### src/core/sli_pkg.sv
// Package for the serial link interrupt block: register map, field positions,
// reset values and the structs that carry lane events and alignment octets.
// Assumes an 8-bit register port driven by the device's serial control logic.
package sli_pkg;

  ////////////////////////////////////////////////////////////////////////////
  // Register map
  localparam logic [11:0] ADDR_EN_A = 12'h4b8;    // Enables, first register
  localparam logic [11:0] ADDR_EN_B = 12'h4b9;    // Enables, second register
  localparam logic [11:0] ADDR_STA_A = 12'h4ba;   // Status, first register
  localparam logic [11:0] ADDR_STA_B = 12'h4bb;   // Status, second register
  localparam logic [7:0] RST_EN_A = 8'h00;        // Reset value of enables A
  localparam logic [7:0] RST_EN_B = 8'h00;        // Reset value of enables B
  localparam logic [7:0] RST_STA_A = 8'h00;       // Reset value of status A
  localparam logic [7:0] RST_STA_B = 8'h00;       // Reset value of status B
  localparam logic [7:0] MASK_B = 8'h01;          // Only bit 0 exists in the B registers

  ////////////////////////////////////////////////////////////////////////////
  // Bit positions, shared by enables A and status A
  localparam int BIT_BDE = 7;                     // Bad disparity
  localparam int BIT_NIT = 6;                     // Not in table
  localparam int BIT_UEK = 5;                     // Unexpected control character
  localparam int BIT_ILD = 4;                     // Interlane deskew
  localparam int BIT_ILS = 3;                     // Initial lane sync
  localparam int BIT_CKS = 2;                     // Good checksum
  localparam int BIT_FS = 1;                      // Frame sync
  localparam int BIT_CGS = 0;                     // Code group sync
  localparam int BIT_MISMATCH = 0;                // Config mismatch, in the B registers

  ////////////////////////////////////////////////////////////////////////////
  // Alignment sequence layout
  localparam int ILAS_OCTETS = 14;                // Configuration octets per lane
  localparam logic [3:0] IDX_FIRST = 4'h0;        // First octet index
  localparam logic [3:0] IDX_CKS = 4'hd;          // Index of the checksum octet
  localparam logic [2:0] LANE_CHECKED = 3'h0;     // Only this lane is compared

  ////////////////////////////////////////////////////////////////////////////
  // Carriers
  typedef struct packed {
    logic bad_disparity;                          // Error pulse
    logic not_in_table;                           // Error pulse
    logic unexpected_control_char;                // Error pulse
    logic interlane_deskew;                       // Event pulse
    logic initial_lane_sync;                      // Event pulse
    logic frame_sync;                             // Event pulse
    logic code_group_sync;                        // Event pulse
  } sli_lane_evt_t;

  typedef struct packed {
    logic vld;                                    // Octet valid
    logic [2:0] lane;                             // Lane the octet came from
    logic [3:0] idx;                              // Octet index 0..13
    logic [7:0] octet;                            // Octet value
  } sli_ilas_t;

  typedef struct packed {
    logic wr;                                     // Write strobe
    logic rd;                                     // Read strobe
    logic [11:0] addr;                            // Register address
    logic [7:0] wdata;                            // Write data
  } sli_reg_req_t;

  typedef struct packed {
    logic [7:0] sum;                              // Running checksum
    logic mism;                                   // Any octet differed so far
    logic lane0;                                  // Sequence came from lane 0
    logic cks_good;                               // Good checksum pulse
    logic cks_done;                               // Checksum evaluated pulse
    logic mismatch;                               // Mismatch pulse
  } sli_chk_state_t;

  typedef struct packed {
    logic [7:0] en_a;                             // Enables A
    logic [7:0] en_b;                             // Enables B
    logic [7:0] sta_a;                            // Sticky status A
    logic [7:0] sta_b;                            // Sticky status B
    logic [7:0] rdata;                            // Read data
    logic irq;                                    // Interrupt request
  } sli_state_t;

endpackage : sli_pkg

### src/core/sli_ilas_check.sv
// Alignment sequence checker: running checksum and comparison against the
// host-programmed configuration octets. Expects one lane's sequence at a time.
module sli_ilas_check (
  input wire logic i_clk_sys,                     // System clock
  input wire logic i_rstn,                        // Async reset, active low
  input wire logic i_ce,                          // Clock enable
  input wire sli_pkg::sli_ilas_t i_ilas,          // Received octet stream
  input wire logic [111:0] i_host_cfg,            // Host octets, octet 0 in low bits
  output logic o_cks_good,                        // Checksum matched, pulse
  output logic o_cks_done,                        // Checksum evaluated, pulse
  output logic o_mismatch                         // Lane 0 config differs, pulse
);

  sli_pkg::sli_chk_state_t st_reg;                // Registered state
  sli_pkg::sli_chk_state_t st_next;               // Next state
  logic [7:0] host_oct [sli_pkg::ILAS_OCTETS];    // Host octets by index
  logic oct_diff;                                 // Current octet differs

  ////////////////////////////////////////////////////////////////////////////
  // Split the host configuration into octets
  genvar g;
  generate
    for (g = 0; g < sli_pkg::ILAS_OCTETS; g++) begin : g_oct
      assign host_oct[g] = i_host_cfg[g*8 +: 8];
    end
  endgenerate

  // Every octet is compared, the checksum octet included
  assign oct_diff = (i_ilas.idx < 4'(sli_pkg::ILAS_OCTETS)) && (i_ilas.octet != host_oct[i_ilas.idx]);

  ////////////////////////////////////////////////////////////////////////////
  // Next state: accumulate, then judge on the checksum octet
  always_comb begin
    st_next = st_reg;
    st_next.cks_good = 1'b0;
    st_next.cks_done = 1'b0;
    st_next.mismatch = 1'b0;
    if (i_ilas.vld) begin
      if (i_ilas.idx == sli_pkg::IDX_FIRST) begin
        // Restart the sequence on octet 0
        st_next.sum = i_ilas.octet;
        st_next.mism = oct_diff;
        st_next.lane0 = (i_ilas.lane == sli_pkg::LANE_CHECKED);
      end else if (i_ilas.idx == sli_pkg::IDX_CKS) begin
        // Received checksum against own sum; host octet 13 only feeds the mismatch
        st_next.cks_good = (st_reg.sum == i_ilas.octet);
        st_next.cks_done = 1'b1;
        st_next.mismatch = st_reg.lane0 && (st_reg.mism || oct_diff);
      end else begin
        // Checksum wraps modulo 256, so the carry is dropped on purpose
        st_next.sum = 8'(st_reg.sum + i_ilas.octet);
        st_next.mism = st_reg.mism || oct_diff;
      end
    end
  end

  // State register, frozen while the clock enable is low
  always_ff @(posedge i_clk_sys or negedge i_rstn) begin
    if (!i_rstn) begin
      st_reg <= '0;
    end else if (i_ce) begin
      st_reg <= st_next;
    end
  end

  assign o_cks_good = st_reg.cks_good;
  assign o_cks_done = st_reg.cks_done;
  assign o_mismatch = st_reg.mismatch;
endmodule : sli_ilas_check

### src/core/sli_irq_ctrl.sv
// Interrupt enables and sticky status for the serial link receive side.
// Assumes lane events arrive as one-cycle pulses from logic on i_clk_sys and
// that the serial control port presents one-cycle read and write strobes.
// Limitation: the skip-alignment option is not seen here, so the sync and
// checksum flags keep reporting even when software has chosen to ignore them.
// Reads return the state before the same cycle's write or event.
module sli_irq_ctrl (
  input wire logic i_clk_sys,                     // System clock, 200 MHz
  input wire logic i_rstn,                        // Async reset, active low
  input wire logic i_ce,                          // Clock enable, freezes all state
  input wire sli_pkg::sli_reg_req_t i_reg,        // Register request
  input wire sli_pkg::sli_lane_evt_t i_evt,       // Lane event pulses
  input wire sli_pkg::sli_ilas_t i_ilas,          // Alignment octet stream
  input wire logic [111:0] i_host_cfg,            // Host config octets 0..13
  output logic [7:0] o_reg_rdata,                 // Read data, one cycle after rd
  output logic o_irq                              // Interrupt request, active high
);

  sli_pkg::sli_state_t st_reg;                    // Registered state
  sli_pkg::sli_state_t st_next;                   // Next state
  logic cks_good;                                 // Good checksum pulse
  logic cks_done;                                 // Checksum evaluated pulse
  logic mismatch;                                 // Config mismatch pulse
  logic [7:0] set_a;                              // Set requests, status A
  logic [7:0] set_b;                              // Set requests, status B
  logic [7:0] clr_a;                              // Clear requests, status A
  logic [7:0] clr_b;                              // Clear requests, status B
  logic [7:0] sta_a_new;                          // Status A after this cycle
  logic [7:0] sta_b_new;                          // Status B after this cycle

  ////////////////////////////////////////////////////////////////////////////
  // Alignment sequence checker
  sli_ilas_check u_chk (
    .i_clk_sys(i_clk_sys),
    .i_rstn(i_rstn),
    .i_ce(i_ce),
    .i_ilas(i_ilas),
    .i_host_cfg(i_host_cfg),
    .o_cks_good(cks_good),
    .o_cks_done(cks_done),
    .o_mismatch(mismatch)
  );

  ////////////////////////////////////////////////////////////////////////////
  // Event to flag mapping
  // Events come from logic on this clock, so no synchroniser is placed here;
  // a pin-level source would need one in front of this block.
  // Each pulse asks for its own flag bit; unused bits stay zero.
  always_comb begin
    set_a = 8'h00;
    set_a[sli_pkg::BIT_BDE] = i_evt.bad_disparity;
    set_a[sli_pkg::BIT_NIT] = i_evt.not_in_table;
    set_a[sli_pkg::BIT_UEK] = i_evt.unexpected_control_char;
    set_a[sli_pkg::BIT_ILD] = i_evt.interlane_deskew;
    set_a[sli_pkg::BIT_ILS] = i_evt.initial_lane_sync;
    set_a[sli_pkg::BIT_CKS] = cks_good;
    set_a[sli_pkg::BIT_FS] = i_evt.frame_sync;
    set_a[sli_pkg::BIT_CGS] = i_evt.code_group_sync;
    set_b = 8'h00;
    set_b[sli_pkg::BIT_MISMATCH] = mismatch;
  end

  // Write-one-to-clear; a set in the same cycle wins so no event is lost
  // Writing zero to a bit leaves it alone, so software can clear one flag
  // without a read-modify-write race against new events.
  assign clr_a = (i_reg.wr && i_reg.addr == sli_pkg::ADDR_STA_A) ? i_reg.wdata : 8'h00;
  assign clr_b = (i_reg.wr && i_reg.addr == sli_pkg::ADDR_STA_B) ? (i_reg.wdata & sli_pkg::MASK_B) : 8'h00;
  assign sta_a_new = (st_reg.sta_a & ~clr_a) | set_a;
  assign sta_b_new = (st_reg.sta_b & ~clr_b) | set_b;

  ////////////////////////////////////////////////////////////////////////////
  // Next state: register writes, flags, read data and request
  // Only the enable registers are plain storage; status takes its value from
  // the set and clear terms above whatever the bus does.
  always_comb begin
    st_next = st_reg;
    st_next.sta_a = sta_a_new;
    st_next.sta_b = sta_b_new;
    if (i_reg.wr) begin
      unique case (i_reg.addr)
        sli_pkg::ADDR_EN_A: begin
          st_next.en_a = i_reg.wdata;
        end
        sli_pkg::ADDR_EN_B: begin
          st_next.en_b = i_reg.wdata & sli_pkg::MASK_B;
        end
        default: begin
          // Status writes handled above; other addresses ignored
        end
      endcase
    end
    if (i_reg.rd) begin
      // Reads show the state before this cycle's update; unmapped reads zero
      unique case (i_reg.addr)
        sli_pkg::ADDR_EN_A: begin
          st_next.rdata = st_reg.en_a;
        end
        sli_pkg::ADDR_EN_B: begin
          st_next.rdata = st_reg.en_b;
        end
        sli_pkg::ADDR_STA_A: begin
          st_next.rdata = st_reg.sta_a;
        end
        sli_pkg::ADDR_STA_B: begin
          st_next.rdata = st_reg.sta_b;
        end
        default: begin
          st_next.rdata = 8'h00;
        end
      endcase
    end
    // Request from the flags as they stand after this cycle, disabled ones masked
    st_next.irq = |(sta_a_new & st_next.en_a) | |(sta_b_new & st_next.en_b);
  end

  // State register; every register comes out of reset as all zeros
  always_ff @(posedge i_clk_sys or negedge i_rstn) begin
    if (!i_rstn) begin
      st_reg.en_a <= sli_pkg::RST_EN_A;
      st_reg.en_b <= sli_pkg::RST_EN_B;
      st_reg.sta_a <= sli_pkg::RST_STA_A;
      st_reg.sta_b <= sli_pkg::RST_STA_B;
      st_reg.rdata <= 8'h00;
      st_reg.irq <= 1'b0;
    end else if (i_ce) begin
      st_reg <= st_next;
    end
  end

  // Both outputs come straight from the state register
  assign o_reg_rdata = st_reg.rdata;
  assign o_irq = st_reg.irq;
endmodule : sli_irq_ctrl

### config.mk
export PLATFORM = sky130hd
export DESIGN_NAME = sli_irq_ctrl
export DESIGN_NICKNAME = d
export VERILOG_FILES = /design/src/core/sli_pkg.sv /design/src/core/sli_ilas_check.sv /design/src/core/sli_irq_ctrl.sv
export SDC_FILE = /design/constraint.sdc
export NUM_CORES = 1
export LEC_CHECK = 0
export BUFFER_PORTS_ARGS = -buffer_cell sky130_fd_sc_hd__buf_2
export CAP_MARGIN = 20
export CORE_MARGIN = 3
export CORE_UTILIZATION = 27
export DETAILED_ROUTE_END_ITERATION = 7
export PLACE_DENSITY_LB_ADDON = 0.08
export SETUP_SLACK_MARGIN = 0.15
export SLEW_MARGIN = 10
export SYNTH_ARGS = -nofsm -noshare
export SYNTH_HDL_FRONTEND = slang
export SYNTH_HIERARCHICAL = 1
export SYNTH_SLANG_ARGS = --single-unit
### constraint.sdc
create_clock -name i_clk_sys -period 4.97 [get_ports i_clk_sys]
set_input_delay 0.994 -clock i_clk_sys [delete_from_list [all_inputs] [get_ports i_clk_sys]]
set_output_delay 0.994 -clock i_clk_sys [all_outputs]
set_load 0.01 [all_outputs]
==> impl_metrics.json, run 1 <==
{
  "slew_violations": 0,
  "cts_buffers": 5,
  "path_class": "input port to flip-flop",
  "grt-busiest-layer": "met2",
  "die_x_um": 123,
  "grt_use_total_pct": 16.1,
  "cts-root-buf": "clkbuf_16",
  "switching_share_pct": 31.1,
  "synthCells": 396,
  "cts_tree": "built",
  "tightestPinTransition_ps": 957,
  "grt_pass1_wl_um": 19100,
  "seq_area_um2": 976,
  "area_growth_pct": 29.3,
  "viasPerCell": 5.01,
  "cpMaxStageDelayCell": "buf_2",
  "p_int_uw": 805,
  "clock_skew_ps": 7.39,
  "fillers": 1383,
  "gp_congestion": 0.805,
  "nNetsFinal": 715,
  "period_minus_slack_ps": 3390,
  "grt_pass1_vias": 3773,
  "initial_core_util_pct": 28.4,
  "drive_gt1_share_pct": 38.7,
  "drc": 0,
  "cts.clk_slew.worst_paths_ps": 60,
  "yosysWarnings": 6,
  "pre_cts_slack_ps": 1260,
  "min-delay-path-class": "flip-flop to flip-flop",
  "fmax_mhz": 295,
  "switching_power_uw": 364,
  "hpwl_um": 9720,
  "clkSinkCount": 39,
  "worstPathCellList": "buf_2 -> buf_4 -> mux4_2 -> xnor2_1 -> nor4_1 -> a31oi_1 -> nor4_1 -> o21a_1 -> o21ai_1",
  "power_density_nw_per_um2": 247,
  "core_region_area_um2": 12900,
  "p_comb_share_pct": 36.8,
  "final_hold_viol_count": 0,
  "overflow": 0,
  "drv_cap": 0,
  "reg2reg_depth": 8,
  "rr_endpoint": "u_chk/st_reg[12]",
  "path_max_fanout": 35,
  "crit_path_end_kind": "flip-flop",
  "htreeDepth": 2,
  "endpoint": "u_chk/o_mismatch",
  "start_kind": "input port",
  "critPathMaxStageDelay_ps": 720,
  "leakage_uw": 0.00221,
  "crit_required_ps": 5130,
  "drt_iter0_markers": 117,
  "status": "finished clean",
  "setup_ws_ps": 1580,
  "syn_avg_cell_area_um2": 9.26,
  "slew_headroom_pct": 36.2,
  "insertion_delay_ps": 280,
  "setup_viol": 0,
  "largest_reg_flops": 18,
  "vias": 3608,
  "syn_area_um2": 3670,
  "cts_setup_buffers": 0,
  "rows": 41,
  "dieArea_um2": 15000,
  "wirelength_um": 11800,
  "io_pins": 169,
  "firstDrtPassIters": 4,
  "clock_power_share_pct": 31.4,
  "antennaDiodeCount": 0,
  "portBuffers": 168,
  "met2_usage_pct": 29.6,
  "holdBufCountCts": 0,
  "antenna_found_initial": 1,
  "crit_start": "i_ilas[8]",
  "arrival_ps": 3550,
  "met3_usage_pct": 3.27,
  "syn-num-nets": 564,
  "grtUsageMet1_pct": 19.8,
  "period_share_pct": 68.3,
  "r2r_slack_ps": 2670,
  "die-height_um": 123,
  "cp_common_cell": "nor4_1",
  "p_total_uw": 1170,
  "cts.path.max_buffers": 2,
  "rsz0062_at_grt": "false",
  "grt_max_degree": 40,
  "wire_per_inst_um": 16.4,
  "seq_power_share_pct": 31.9,
  "max-vdd-ir-drop_mv": 0.148,
  "ant_nets": 0,
  "cts_resized": 0,
  "min_from": "o_reg_rdata[1]",
  "crit-reg2reg-launch": "u_chk/st_reg[6]",
  "tns_ps": 0,
  "multi_input_area_um2": 2480
}
-- cell type report --
| type | instances | area share (%) |
|---|---|---|
| repair buffers | 170 | 18.1 |
| clock inverters | 3 | 0.924 |
| multi-input cells | 319 | 52.3 |
| inverters | 12 | 0.950 |
| flip-flops and latches | 39 | 20.6 |
| clock buffers | 5 | 2.64 |
| well taps | 172 | 4.54 |
-- metrics by stage --
step / util (%) / hold slack [ps] / cell area (um^2) / std cells
final: 36.7 / 472 / 4740 / 720
after global routing: 36.7 / 503 / 4740 / 720
after CTS: 36.7 / 482 / 4740 / 720
after detailed placement: 35.4 / 466 / 4570 / 712
after global placement: 35.4 / 461 / 4570 / 712
after floorplan: - / 451 / 3670 / 396
-- how the worst min path moves through the flow --
stage | endpoint | slack [ps] | cells past startpoint
CTS | o_reg_rdata[1] | 480 | 2
detailed placement | o_reg_rdata[1] | 470 | 2
global placement | o_reg_rdata[7] | 460 | 2
finish | o_reg_rdata[1] | 470 | 2
floorplan | o_reg_rdata[0] | 450 | 2
global route | o_reg_rdata[4] | 500 | 2
-- routing by layer --
metal	vias up	part of all wire [%]
li1	1790	-
met3	6	5.7
met2	91	52
met1	1719	42
met4	2	0.55
met5	-	0.11
-- worst max-delay path: cells and delay by family --
kind	cells	cell delay, ps
AOI/OAI and AO/OA	3	330
xor gates and xnor gates	1	140
buffers and inverters	2	1080
muxes	1	530
and+or+nand+nor	2	480
-- power groups by stage --
| stage | sequential, uW | combinational, uW | clock [uW] |
|---|---|---|---|
| after floorplan | 372 | 302 | 0 |
| after global placement | 377 | 428 | 0 |
| after detailed placement | 377 | 434 | 0 |
| after CTS | 372 | 434 | 382 |
| after global routing | 377 | 491 | 394 |
| final | 373 | 430 | 367 |
-- placed cells by master (no fill, tap or decap), types with 3 or more instances in the layout --
| cell | count |
|---|---|
| xnor2_1 | 17 |
| ha_1 | 7 |
| dfrtp_1 | 39 |
| a31oi_1 | 3 |
| or3_1 | 6 |
| mux2_2 | 10 |
| nor3_1 | 14 |
| xor2_1 | 4 |
| mux2i_1 | 33 |
| o21a_1 | 3 |
| a21oi_1 | 17 |
| o21ai_0 | 30 |
| mux2_1 | 10 |
| o22ai_1 | 8 |
| nand3_1 | 3 |
| o21ai_1 | 3 |
| nand2b_1 | 7 |
| a211oi_1 | 3 |
| nand2_1 | 37 |
| and2_1 | 3 |
| mux4_2 | 15 |
| nor4_1 | 5 |
| a22o_1 | 8 |
| or2_2 | 3 |
| clkbuf_16 | 5 |
| buf_2 | 168 |
| nand4_1 | 3 |
| nor2b_1 | 8 |
| nor2_1 | 21 |
| inv_1 | 12 |
No activity file was read; power rests on OpenSTA's default activity.
==> run 2, diff against run 1 <==
Settings changed: ABC_AREA set to 1.
Clock period 4.97 ns to 3 ns, I/O delays scaled along.
==> impl_metrics.json, run 2 <==
{
  "status": "finished clean",
  "tns_ps": 0,
  "syn-num-nets": 868,
  "vias": 4670,
  "gp_congestion": 0.828,
  "setup_viol": 0,
  "core_region_area_um2": 14200,
  "crit_required_ps": 3190,
  "die_x_um": 128,
  "final_common_cell": "nand2_1",
  "insertion_delay_ps": 290,
  "crit_path_end_kind": "flip-flop",
  "p_total_uw": 2080,
  "viasPerCell": 4.53,
  "area_growth_pct": 27.2,
  "leakage_uw": 0.00312,
  "largest_reg_flops": 18,
  "drc": 0,
  "hpwl_um": 11000,
  "period_minus_slack_ps": 2250,
  "grt-busiest-layer": "met2",
  "power_density_nw_per_um2": 408,
  "worstPathCellList": "buf_2 -> nor2_1 -> nand2_1 -> inv_1 -> o21ai_0 -> o21ai_0",
  "synthCells": 700,
  "firstDrtPassIters": 4,
  "cts_resized": 0,
  "critPathMaxStageDelay_ps": 550,
  "grt_max_degree": 41,
  "crit_cells": 6,
  "wirelength_um": 13600,
  "yosysWarnings": 6,
  "cts_tree": "built",
  "grt_pass1_wl_um": 22400,
  "portBuffers": 168,
  "cts_setup_buffers": 0,
  "io_pins": 169,
  "ant_nets": 0,
  "arrival_ps": 2450,
  "overflow": 0,
  "cts.clk_slew.worst_paths_ps": 70,
  "clkSinkCount": 39,
  "cts-root-buf": "clkbuf_16",
  "mostFrequentLayoutCells": "nand2_1, buf_2, inv_1",
  "syn_avg_cell_area_um2": 5.73,
  "htreeDepth": 2,
  "rows": 43,
  "drive_gt1_share_pct": 24.9,
  "cp_top_family": "simple AND/OR/NAND/NOR gates",
  "start_kind": "input port",
  "die-height_um": 128,
  "cp_common_cell": "o21ai_0",
  "grt_use_total_pct": 16.7,
  "grtUsageMet1_pct": 21.6,
  "syn_area_um2": 4010,
  "dieArea_um2": 16300,
  "drv_cap": 0,
  "slew_headroom_pct": 37.6,
  "cts_buffers": 5,
  "tightestPinTransition_ps": 935,
  "slew_violations": 0,
  "initial_core_util_pct": 28.2,
  "antennaDiodeCount": 0,
  "met2_usage_pct": 29.9,
  "nNetsFinal": 1017,
  "reg2reg_depth": 13,
  "clock_skew_ps": 8.54,
  "antenna_found_initial": 0,
  "max-vdd-ir-drop_mv": 0.366,
  "drt_iter0_markers": 238,
  "path_class": "input port to flip-flop",
  "wire_per_inst_um": 13.2,
  "min-delay-path-class": "input port to async pin",
  "final_hold_viol_count": 0,
  "grt_pass1_vias": 4655,
  "holdBufCountCts": 0,
  "rsz0062_at_grt": "false",
  "met3_usage_pct": 2.75,
  "crit_buf_inv": 2,
  "cts.path.max_buffers": 2,
  "cpMaxStageDelayCell": "nor2_1",
  "fmax_mhz": 444,
  "path_max_fanout": 17,
  "period_share_pct": 75.1
}
-- run 2: worst paths after layout --
path	end	start	slack, ps
max in group asynchronous	o_irq	i_rstn	1960
min in group i_clk_sys	o_reg_rdata[4]	o_reg_rdata[4]	480
setup / recovery	u_chk/st_reg[5]	i_ilas[11]	750
setup reg to reg	u_chk/st_reg[12]	u_chk/st_reg[7]	940
hold reg to reg	o_reg_rdata[4]	o_reg_rdata[4]	480
hold / removal	o_reg_rdata[2]	i_rstn	450
-- run 2: layout make-up --
type | instances | area [um^2]
fill | 1644 | 9110
multi-input combinational | 512 | 2390
sequential | 39 | 976
timing repair buffer | 176 | 901
inverter | 115 | 432
tap | 180 | 225
clock buffer | 5 | 125
clock inverter | 3 | 43.8
-- run 2: report_power, final --
part | switching (uW) | internal, uW | total [uW]
sequential | 46.5 | 612 | 659
combinational | 463 | 333 | 796
clock | 231 | 393 | 624
total | 741 | 1340 | 2080
-- run 2: per-stage QoR --
stage | cell area (um^2) | hold WS [ps] | utilization, % | instances | setup slack [ps]
after floorplan | 4010 | 304 | - | 700 | 851
after global placement | 4930 | 459 | 34.7 | 1022 | 454
after detailed placement | 4930 | 467 | 34.7 | 1022 | 469
after CTS | 5100 | 483 | 35.9 | 1030 | 770
after global routing | 5100 | 522 | 35.9 | 1030 | 348
final | 5100 | 454 | 35.9 | 1030 | 747
-- run 2: layer usage --
metal	vias to the layer above	share of wire (%)
met2	95	49
met1	2105	46
met3	12	4.2
met5	-	0
met4	0	0.84
li1	2458	-
